==> src/align_exc_defines.vh <==
// Purpose: constants for the alignment exception unit
// Assumes: 32-bit data, big-endian bit numbering (bit 0 = msb)
// Notes:   offsets are byte addresses on the wishbone register bus
`ifndef ALIGN_EXC_DEFINES_VH
`define ALIGN_EXC_DEFINES_VH

// ************************************************
// register offsets
// ************************************************
`define OFS_RET_ADDR     8'h00
`define OFS_SAVED_STATE  8'h04
`define OFS_FAULT_CAUSE  8'h08
`define OFS_FAULT_ADDR   8'h0c
`define OFS_IRQ_STATUS   8'h10
`define OFS_IRQ_MASK     8'h14
`define OFS_CONTROL      8'h18
`define OFS_MACHINE      8'h1c

// ************************************************
// vector formation
// ************************************************
`define ALIGN_VEC_OFS    32'h0000_0600
`define VEC_BASE_HIGH   32'hfff0_0000
`define VEC_BASE_LOW    32'h0000_0000

// ************************************************
// machine state fields (lsb index = 31 - doc bit)
// ************************************************
`define MSR_LE_BIT      0
`define MSR_IP_BIT      6
`define MSR_FP_BIT      13
`define MSR_KEEP_MASK   32'h0000_ffff

// ************************************************
// reset values and status bits
// ************************************************
`define RST_WORD        32'h0000_0000
`define IRQ_EV_TAKEN    0
`define IRQ_EV_FLOAT    1
`define IRQ_EV_MULT     2
`define IRQ_EV_LE       3
`define IRQ_EV_ZERO     4
`define IRQ_W           5

`endif

==> src/align_detect.v <==
// Purpose: combinational detection of alignment fault conditions
// Assumes: request fields valid in the cycle i_req is high
// Notes:   page-crossing cases are handled elsewhere
`timescale 1ns/10ps
`default_nettype none
module align_detect (
   input  wire        i_req,
   input  wire [31:0] i_ea,
   input  wire [1:0]  i_size,
   input  wire        i_is_float,
   input  wire        i_is_multi,
   input  wire        i_is_string,
   input  wire        i_is_resv,
   input  wire        i_is_zero,
   input  wire        i_page_wt,
   input  wire        i_page_ci,
   input  wire        i_le_mode,
   input  wire        i_fpu_present,
   output wire [3:0]  o_cause
);
   // misalignment against the natural size (0 byte,1 half,2 word,3 dword)
   wire mis_nat  = (i_size == 2'd1) ? i_ea[0] :
                   (i_size == 2'd2) ? (|i_ea[1:0]) :
                   (i_size == 2'd3) ? (|i_ea[2:0]) : 1'b0;
   wire mis_word = |i_ea[1:0];

   // floating point checks vanish on the reduced variant
   assign o_cause[0] = i_req & i_fpu_present & i_is_float & mis_word; // RL1
   assign o_cause[1] = i_req & (i_is_multi | i_is_resv) & mis_word;  // RL2
   // le traps: any misaligned access, and every multiple or string
   assign o_cause[2] = i_req & i_le_mode &
                       (mis_nat | i_is_multi | i_is_string);   // RL3 RL4
   assign o_cause[3] = i_req & i_is_zero & (i_page_wt | i_page_ci);  // RL5
endmodule
`default_nettype wire

==> src/align_wb_regs.v <==
// Purpose: wishbone classic slave decode and ack timing
// Assumes: single cycle requests, ack one clock after strobe
// Notes:   ack drops in the cycle after it is given
`timescale 1ns/10ps
`default_nettype none
module align_wb_regs (
   input  wire       i_ref_clk,
   input  wire       i_rst,
   input  wire       i_cyc,
   input  wire       i_stb,
   input  wire       i_we,
   output wire       o_wr_go,
   output wire       o_rd_go,
   output reg        o_ack
);
   // a write lands on the edge where the master sees ack high, once;
   // a read is latched one edge earlier so its data stands with ack
   assign o_wr_go = i_cyc & i_stb & i_we & o_ack;
   assign o_rd_go = i_cyc & i_stb & ~i_we & ~o_ack;

   // ack pulse lasts one cycle so a held strobe is acted at most every second cycle
   always @(posedge i_ref_clk) begin
      if (i_rst) begin
         o_ack <= 1'b0;
      end else begin
         o_ack <= i_cyc & i_stb & ~o_ack;
      end
   end
endmodule
`default_nettype wire

==> src/align_exc_unit.v <==
// Purpose: alignment exception unit of a 32-bit risc core
// Assumes: request fields arrive with i_req from the issue stage
// Notes:   bits numbered msb = 0 in comments, as the core does
// Function
// RL1: misaligned floating load or store traps; skipped without a float unit.
// RL2: misaligned load/store multiple or reservation access traps.
// RL3: with byte reversal mode set, any misaligned access traps.
// RL4: multiple or string access with byte reversal mode set always traps.
// RL5: cache-block-zero to write-through or inhibited page traps.
// RL6: return address register takes the faulting instruction address.
// RL7: saved state low half cleared, high half copied from machine state.
// RL8: fault cause bits 0 to 14 are cleared.
// RL9: cause bits 15-16 from instruction 29-30 indexed, else zero.
// RL10: cause bit 17 from instruction bit 25 indexed, bit 5 immediate.
// RL11: cause bits 18-21 from instruction 21-24 indexed, 1-4 immediate.
// RL12: cause bits 22-26 copy instruction register field bits 6-10.
// RL13: cause bits 27-31 copy base field for load multiple and strings.
// RL14: fault address register takes the computed data address.
// RL15: taken exception goes to vector offset 0x600.
// RL16: without float hardware the float-available bit stays zero.
// RL17: handlers should treat unaligned reservation accesses as errors.
// RL18: fetch address is vector offset plus base chosen by vector select.
// RL19: detection happens before the access changes any state.
//
// Design decisions made here: the Wishbone register port and the placing of the registers.
`timescale 1ns/10ps
`default_nettype none
`include "align_exc_defines.vh"
module align_exc_unit (
   input  wire        i_ref_clk,
   input  wire        i_rst,
   // wishbone classic slave
   input  wire        i_wb_cyc,
   input  wire        i_wb_stb,
   input  wire        i_wb_we,
   input  wire [7:0]  i_wb_adr,
   input  wire [3:0]  i_wb_sel,
   input  wire [31:0] i_wb_dat,
   output reg  [31:0] o_wb_dat,
   output wire        o_wb_ack,
   // access request from the load/store path
   input  wire        i_req,
   input  wire [31:0] i_inst_addr,
   input  wire [31:0] i_inst,
   input  wire [31:0] i_ea,
   input  wire [1:0]  i_size,
   input  wire        i_is_indexed,
   input  wire        i_is_float,
   input  wire        i_is_multi,
   input  wire        i_is_string,
   input  wire        i_is_ld_base,
   input  wire        i_is_resv,
   input  wire        i_is_zero,
   input  wire        i_page_wt,
   input  wire        i_page_ci,
   input  wire        i_fpu_present,
   // results to the core
   output wire        o_block,
   output reg         o_take,
   output reg  [31:0] o_vector,
   output wire [31:0] o_machine_state,
   output wire        o_irq
);
   // ************************************************
   // storage
   // ************************************************
   reg  [31:0] exception_return_address_r;
   reg  [31:0] exception_saved_state_r;
   reg  [31:0] data_fault_cause_r;
   reg  [31:0] data_fault_address_r;
   reg  [31:0] machine_state_reg_r;
   reg  [`IRQ_W-1:0] irq_status_r;
   reg  [`IRQ_W-1:0] irq_mask_r;
   reg         unit_enable_r;
   reg  [31:0] cause_nxt;
   reg  [31:0] wdat;
   reg  [31:0] rd_mux;
   wire [3:0]  cause_vec;
   wire        wr_go;
   wire        rd_go;
   wire        fault;
   wire        le_mode;
   integer     k;
   integer     j;

   // ************************************************
   // helpers
   // ************************************************
   // msb-zero numbering: doc bit n lives at index 31-n
   function inst_bit;
      input [31:0] w;
      input integer n;
      begin
         inst_bit = w[31-n];
      end
   endfunction

   assign le_mode = machine_state_reg_r[`MSR_LE_BIT];

   // ************************************************
   // detection and bus
   // ************************************************
   align_detect align_detect_i (
      .i_req         (i_req & unit_enable_r),
      .i_ea          (i_ea),
      .i_size        (i_size),
      .i_is_float    (i_is_float),
      .i_is_multi    (i_is_multi),
      .i_is_string   (i_is_string),
      .i_is_resv     (i_is_resv),
      .i_is_zero     (i_is_zero),
      .i_page_wt     (i_page_wt),
      .i_page_ci     (i_page_ci),
      .i_le_mode     (le_mode),
      .i_fpu_present (i_fpu_present),
      .o_cause       (cause_vec)
   );

   align_wb_regs align_wb_regs_i (
      .i_ref_clk (i_ref_clk),
      .i_rst     (i_rst),
      .i_cyc     (i_wb_cyc),
      .i_stb     (i_wb_stb),
      .i_we      (i_wb_we),
      .o_wr_go   (wr_go),
      .o_rd_go   (rd_go),
      .o_ack     (o_wb_ack)
   );

   assign fault = |cause_vec;
   // combinational block tells the core to suppress the access now
   assign o_block = fault;   // RL19
   assign o_irq = |(irq_status_r & irq_mask_r);
   // float-available forced low without an fpu
   assign o_machine_state = machine_state_reg_r &
                            ~({31'h0000_0000, ~i_fpu_present} << `MSR_FP_BIT); // RL16

   // ************************************************
   // fault cause assembly
   // ************************************************
   // bits 0..14 stay zero; indexed and immediate forms pick fields
   always @* begin
      cause_nxt = 32'h0000_0000; // RL8
      if (i_is_indexed) begin
         cause_nxt[31-15] = inst_bit(i_inst, 29); // RL9
         cause_nxt[31-16] = inst_bit(i_inst, 30); // RL9
         cause_nxt[31-17] = inst_bit(i_inst, 25); // RL10
         for (k = 0; k < 4; k = k + 1) begin
            cause_nxt[31-18-k] = inst_bit(i_inst, 21+k); // RL11
         end
      end else begin
         cause_nxt[31-17] = inst_bit(i_inst, 5); // RL10
         for (k = 0; k < 4; k = k + 1) begin
            cause_nxt[31-18-k] = inst_bit(i_inst, 1+k); // RL11
         end
      end
      // register field copied always; undefined use for cache-zero is harmless
      cause_nxt[9:5] = i_inst[25:21]; // RL12
      // base field only meaningful for load multiple and load string
      if (i_is_ld_base) begin
         cause_nxt[4:0] = i_inst[20:16]; // RL13
      end
   end

   // ************************************************
   // write data with byte lanes
   // ************************************************
   always @* begin
      wdat = rd_mux;
      // own loop index: sharing one with the cause process would give it two drivers
      for (j = 0; j < 4; j = j + 1) begin
         if (i_wb_sel[j]) begin
            wdat[8*j +: 8] = i_wb_dat[8*j +: 8];
         end
      end
   end

   // ************************************************
   // read mux; unmapped reads return zero
   // ************************************************
   always @* begin
      if (i_wb_adr == `OFS_RET_ADDR) begin
         rd_mux = exception_return_address_r;
      end else if (i_wb_adr == `OFS_SAVED_STATE) begin
         rd_mux = exception_saved_state_r;
      end else if (i_wb_adr == `OFS_FAULT_CAUSE) begin
         rd_mux = data_fault_cause_r;
      end else if (i_wb_adr == `OFS_FAULT_ADDR) begin
         rd_mux = data_fault_address_r;
      end else if (i_wb_adr == `OFS_IRQ_STATUS) begin
         rd_mux = {27'h000_0000, irq_status_r};
      end else if (i_wb_adr == `OFS_IRQ_MASK) begin
         rd_mux = {27'h000_0000, irq_mask_r};
      end else if (i_wb_adr == `OFS_CONTROL) begin
         rd_mux = {31'h0000_0000, unit_enable_r};
      end else if (i_wb_adr == `OFS_MACHINE) begin
         rd_mux = o_machine_state;
      end else begin
         rd_mux = 32'h0000_0000;
      end
   end

   // ************************************************
   // registers, capture on fault wins over software write
   // ************************************************
   always @(posedge i_ref_clk) begin
      if (i_rst) begin
         exception_return_address_r <= `RST_WORD;
         exception_saved_state_r    <= `RST_WORD;
         data_fault_cause_r         <= `RST_WORD;
         data_fault_address_r       <= `RST_WORD;
         machine_state_reg_r        <= `RST_WORD;
         irq_mask_r                 <= {`IRQ_W{1'b0}};
         unit_enable_r              <= 1'b1;
         o_take                     <= 1'b0;
         o_vector                   <= `RST_WORD;
         o_wb_dat                   <= `RST_WORD;
      end else begin
         o_take <= fault;
         if (rd_go) begin
            o_wb_dat <= rd_mux;
         end
         if (wr_go) begin
            if (i_wb_adr == `OFS_RET_ADDR) begin
               exception_return_address_r <= wdat;
            end else if (i_wb_adr == `OFS_SAVED_STATE) begin
               exception_saved_state_r <= wdat;
            end else if (i_wb_adr == `OFS_FAULT_CAUSE) begin
               data_fault_cause_r <= wdat;
            end else if (i_wb_adr == `OFS_FAULT_ADDR) begin
               data_fault_address_r <= wdat;
            end else if (i_wb_adr == `OFS_IRQ_MASK) begin
               irq_mask_r <= wdat[`IRQ_W-1:0];
            end else if (i_wb_adr == `OFS_CONTROL) begin
               unit_enable_r <= wdat[0];
            end else if (i_wb_adr == `OFS_MACHINE) begin
               machine_state_reg_r <= wdat;
            end
         end
         if (fault) begin
            exception_return_address_r <= i_inst_addr; // RL6
            // low half cleared, high half from machine state
            exception_saved_state_r <= o_machine_state & `MSR_KEEP_MASK; // RL7
            data_fault_cause_r   <= cause_nxt;
            data_fault_address_r <= i_ea; // RL14
            // handler entry: base picked by vector select, plus offset
            o_vector <= (machine_state_reg_r[`MSR_IP_BIT] ? `VEC_BASE_HIGH :
                         `VEC_BASE_LOW) + `ALIGN_VEC_OFS; // RL15 RL18
         end
      end
   end

   // ************************************************
   // sticky status, read clears, new event wins
   // ************************************************
   always @(posedge i_ref_clk) begin
      if (i_rst) begin
         irq_status_r <= {`IRQ_W{1'b0}};
      end else begin
         irq_status_r <= (rd_go && i_wb_adr == `OFS_IRQ_STATUS) ?
                         {`IRQ_W{1'b0}} | {cause_vec, fault} :
                         irq_status_r | {cause_vec, fault};
      end
   end
endmodule
`default_nettype wire

==> config.mk <==
export PLATFORM = sky130hd
export DESIGN_NAME = align_exc_unit
export DESIGN_NICKNAME = d
export VERILOG_FILES = /design/src/align_detect.v /design/src/align_wb_regs.v /design/src/align_exc_unit.v
export VERILOG_INCLUDE_DIRS = /design/src /design/src/src
export SDC_FILE = /design/constraint.sdc
export NUM_CORES = 1
export LEC_CHECK = 0
export BUFFER_PORTS_ARGS = -buffer_cell sky130_fd_sc_hd__buf_2
export CAP_MARGIN = 20
export CELL_PAD_IN_SITES_DETAIL_PLACEMENT = 0
export CELL_PAD_IN_SITES_GLOBAL_PLACEMENT = 1
export CORE_UTILIZATION = 29
export CTS_CLUSTER_SIZE = 30
export DETAILED_ROUTE_END_ITERATION = 8
export PLACE_DENSITY_LB_ADDON = 0.2
export REMOVE_ABC_BUFFERS = 1
export SLEW_MARGIN = 20
export SYNTH_ARGS = -nofsm -noshare
export SYNTH_HDL_FRONTEND = slang
export SYNTH_HIERARCHICAL = 1
export SYNTH_SLANG_ARGS = --single-unit
==> constraint.sdc <==
create_clock -name i_ref_clk -period 3.1 [get_ports i_ref_clk]
set_input_delay 0.155 -clock i_ref_clk [delete_from_list [all_inputs] [get_ports i_ref_clk]]
set_output_delay 0.155 -clock i_ref_clk [all_outputs]
set_load 0.005 [all_outputs]
==> impl_metrics.json <==
{
  "synth-seq-cells": 207,
  "slew_viol_final": 0,
  "nNetsFinal": 1741,
  "numCtsBuffers": 26,
  "start_kind": "flop",
  "max_slew_margin_pct": 23.0,
  "hold_path.class": "input pin to flop",
  "ant_nets": 0,
  "finalSetupViolCount": 0,
  "grt_usage_pct": 23.7,
  "synth.top_cell.area_share_pct": 37.9,
  "hpwl_um": 31400,
  "synth_edf_count": 0,
  "antenna_found_initial": 1,
  "place_area_sq_mm": 0.0123,
  "finalCriticalPeriod_ps": 2910,
  "grt_pass1_vias": 10940,
  "syn_inst": 1337,
  "finalSetupTns_ps": 0,
  "grt_max_degree": 67,
  "htree_levels": 1,
  "synth_cell_types": 77,
  "status": "completed",
  "rsz0062_at_grt": "no",
  "crit_type": "flop to flop",
  "final_cells": 2107,
  "max_slew.worst_pin.slew_ps": 1140,
  "post-route-util_pct": 38.3,
  "die_width_um": 196,
  "cellLeakagePower_nw": 5.51,
  "wl_per_cell_um": 22.1,
  "async_flop_share_pct": 0,
  "layout_worst_path_cycle_share_pct": 93.9,
  "overflow": 0,
  "vias": 11380,
  "end_kind": "flop",
  "irDropWorstVdd_mv": 0.367,
  "critPathRequiredTime_ps": 3500,
  "row_count": 70,
  "clock_skew_ps": 9.98,
  "drt_iter0_markers": 923,
  "synthTopCellsByArea": "dfxtp_1 (38%), nand2_1 (5.4%), buf_4 (4.5%)",
  "grt_pass1_wl_um": 69200,
  "seq_area_frac_synth_pct": 37.9,
  "drtPass1Iterations": 5,
  "drt_drc_violations_left": 0,
  "io_pins": 258,
  "gp_congestion": 0.841,
  "die_h_um": 196,
  "reg2reg_slack_ps": 190,
  "insertion_delay_ps": 530,
  "hold_violations": 0,
  "arrival_ps": 3310,
  "cts.sinks": 207,
  "avgViaCountPerCell": 5.40,
  "synth_area_sq_mm": 0.0109,
  "hold_ws_ps": 8.62,
  "cts_tree": "built",
  "final_layout_size_suffix_gt1_share_pct": 24.5,
  "path_max_fanout": 54,
  "clock.fmax_ghz": 0.343,
  "synthFlopType": "dfxtp_1",
  "avgSynthCellArea_sq_um": 8.18,
  "maxCapViolations": 0,
  "power_density_mw_per_mm2": 490,
  "totalWireLength_um": 46500,
  "die_area_sq_mm": 0.0385,
  "ys_warn_count": 6,
  "cts.root.buffer_cell": "clkbuf_16",
  "post-cts-setup-buffers": 0,
  "final_area_sq_mm": 0.0141,
  "start_util_pct": 29.7,
  "synth_top_cell_by_area": "dfxtp_1",
  "place_inst": 1972,
  "port_buffers": 229,
  "area_growth_pct": 28.9,
  "core-area_sq_mm": 0.0369,
  "max-clock-path-buffers": 3,
  "clk_pin_slew_ps": 60
}
[sequential cells by signal (all words and copies together) (netlist names)]
name	cells
data_fault_address_r	32
data_fault_cause_r	32
exception_return_address_r	32
exception_saved_state_r	32
machine_state_reg_r	32
o_wb_dat	32
irq_mask_r	5
irq_status_r	5
o_vector	2
align_wb_regs_i/o_ack	1
o_take	1
unit_enable_r	1
[layout make-up]
type,count,area [sq um]
Tap cell,504,631
Antenna cell,1,2.50
Inverter,14,52.6
Clock buffer,37,733
Fill cell,3839,22800
Clock inverter,10,150
Sequential cell,207,4140
Multi-Input combinational cell,957,5850
Timing Repair Buffer,377,2540
[critical path, cell delays in order, from the launching register on]
cell and delay, ps:
dfxtp_1 330, and2_1 160, o21ai_0 110, nor2_1 130, nor4_4 390, buf_12 360, nor2_4 180, buf_4 270
a31oi_1 180, dlygate4sd3_1 570, o31ai_1 60
[cell usage in the layout (no fill, tap or decap), types with 7 or more instances in the layout]
cell	n
o21ai_0	76
a2111oi_0	7
a211oi_1	39
o31ai_1	21
a21o_1	21
o211ai_1	15
and3_1	26
o2bb2ai_1	8
a21oi_1	70
a311oi_1	7
clkbuf_1	8
inv_1	12
mux2_2	26
a32oi_1	21
clkbuf_16	27
a41oi_1	9
nor2_1	99
a221oi_1	10
nor2b_1	11
mux2i_1	8
buf_2	228
nand2b_1	12
a22oi_1	16
dlygate4sd3_1	87
buf_4	57
o21ai_1	14
dfxtp_1	207
o221ai_1	23
nand3_1	68
o22ai_1	24
nand2_1	156
conb_1	18
nor3_1	48
[through the flow]
step	total power (W)	worst slack, ps
6_report	0.00692	188
5_1_grt	0.00719	17.1
4_1_cts	0.00698	113
3_5_place_dp	0.00371	490
3_3_place_gp	0.00371	507
2_1_floorplan	0.00325	-2960
[cell families (layout without fill, tap and decap cells)]
group	count (synthesis)	count (layout)	share of synthesized area [%]
AO/OA/AOI/OAI	429	429	27.7
flip-flops	207	207	37.9
multiplexers	36	36	3.82
buffers and inverters	190	438	9.38
other	1	19	0.0343
AND/OR/NAND/NOR	474	474	21.2
[worst paths after layout]
| kind | startpoint | endpoint | cells past startpoint |
|---|---|---|---|
| min reg2reg | data_fault_cause_r[28] | data_fault_cause_r[28] | 2 |
| min | i_inst_addr[1] | exception_return_address_r[1] | 4 |
| max reg2reg | unit_enable_r | data_fault_cause_r[3] | 10 |
| max | unit_enable_r | data_fault_cause_r[3] | 10 |
[power breakdown]
group / internal, W / total, W / switching (W)
sequential: 0.00277 / 0.00283 / 0.0000631
clock: 0.00197 / 0.00318 / 0.00121
combinational: 0.000365 / 0.000905 / 0.000540
[cells in the mapped netlist (6+ instances only)]
cell and count:
nand3_1 68, nand4_1 6, buf_6 6, a32oi_1 21, o21ai_1 14, inv_1 12, o31ai_1 21, o221ai_1 23
mux2i_1 8, dfxtp_1 207, nand2_1 157, a311oi_1 7, a22oi_1 16, a21oi_1 70, nor2b_1 11, a2111oi_2 6
a211oi_1 39, o21ai_0 76, nand2b_1 12, a41oi_1 9, clkbuf_1 85, o211ai_1 15, o2bb2ai_1 8, a221oi_1 10
and2_1 6, and3_1 26, buf_4 66, a2111oi_0 7, nor2_1 101, mux2_2 26, nor3_1 48, o22ai_1 24
buf_2 16, a21o_1 21
[layer usage]
layer | part of all wire [%] | track usage, % | wire, um
met1 | 48 | 34.1 | 22100
met2 | 45 | 37.4 | 20800
met3 | 6.0 | 2.85 | 2770
met4 | 1.7 | 5.38 | 790
met5 | 0 | 0 | 0
[repair_timing]
action,CTS,global route
resized for setup,0,1
endpoints found under the hold margin,79,0
setup endpoints to repair,0,1
hold buffers,87,0
(Power assumes the default switching activity.)
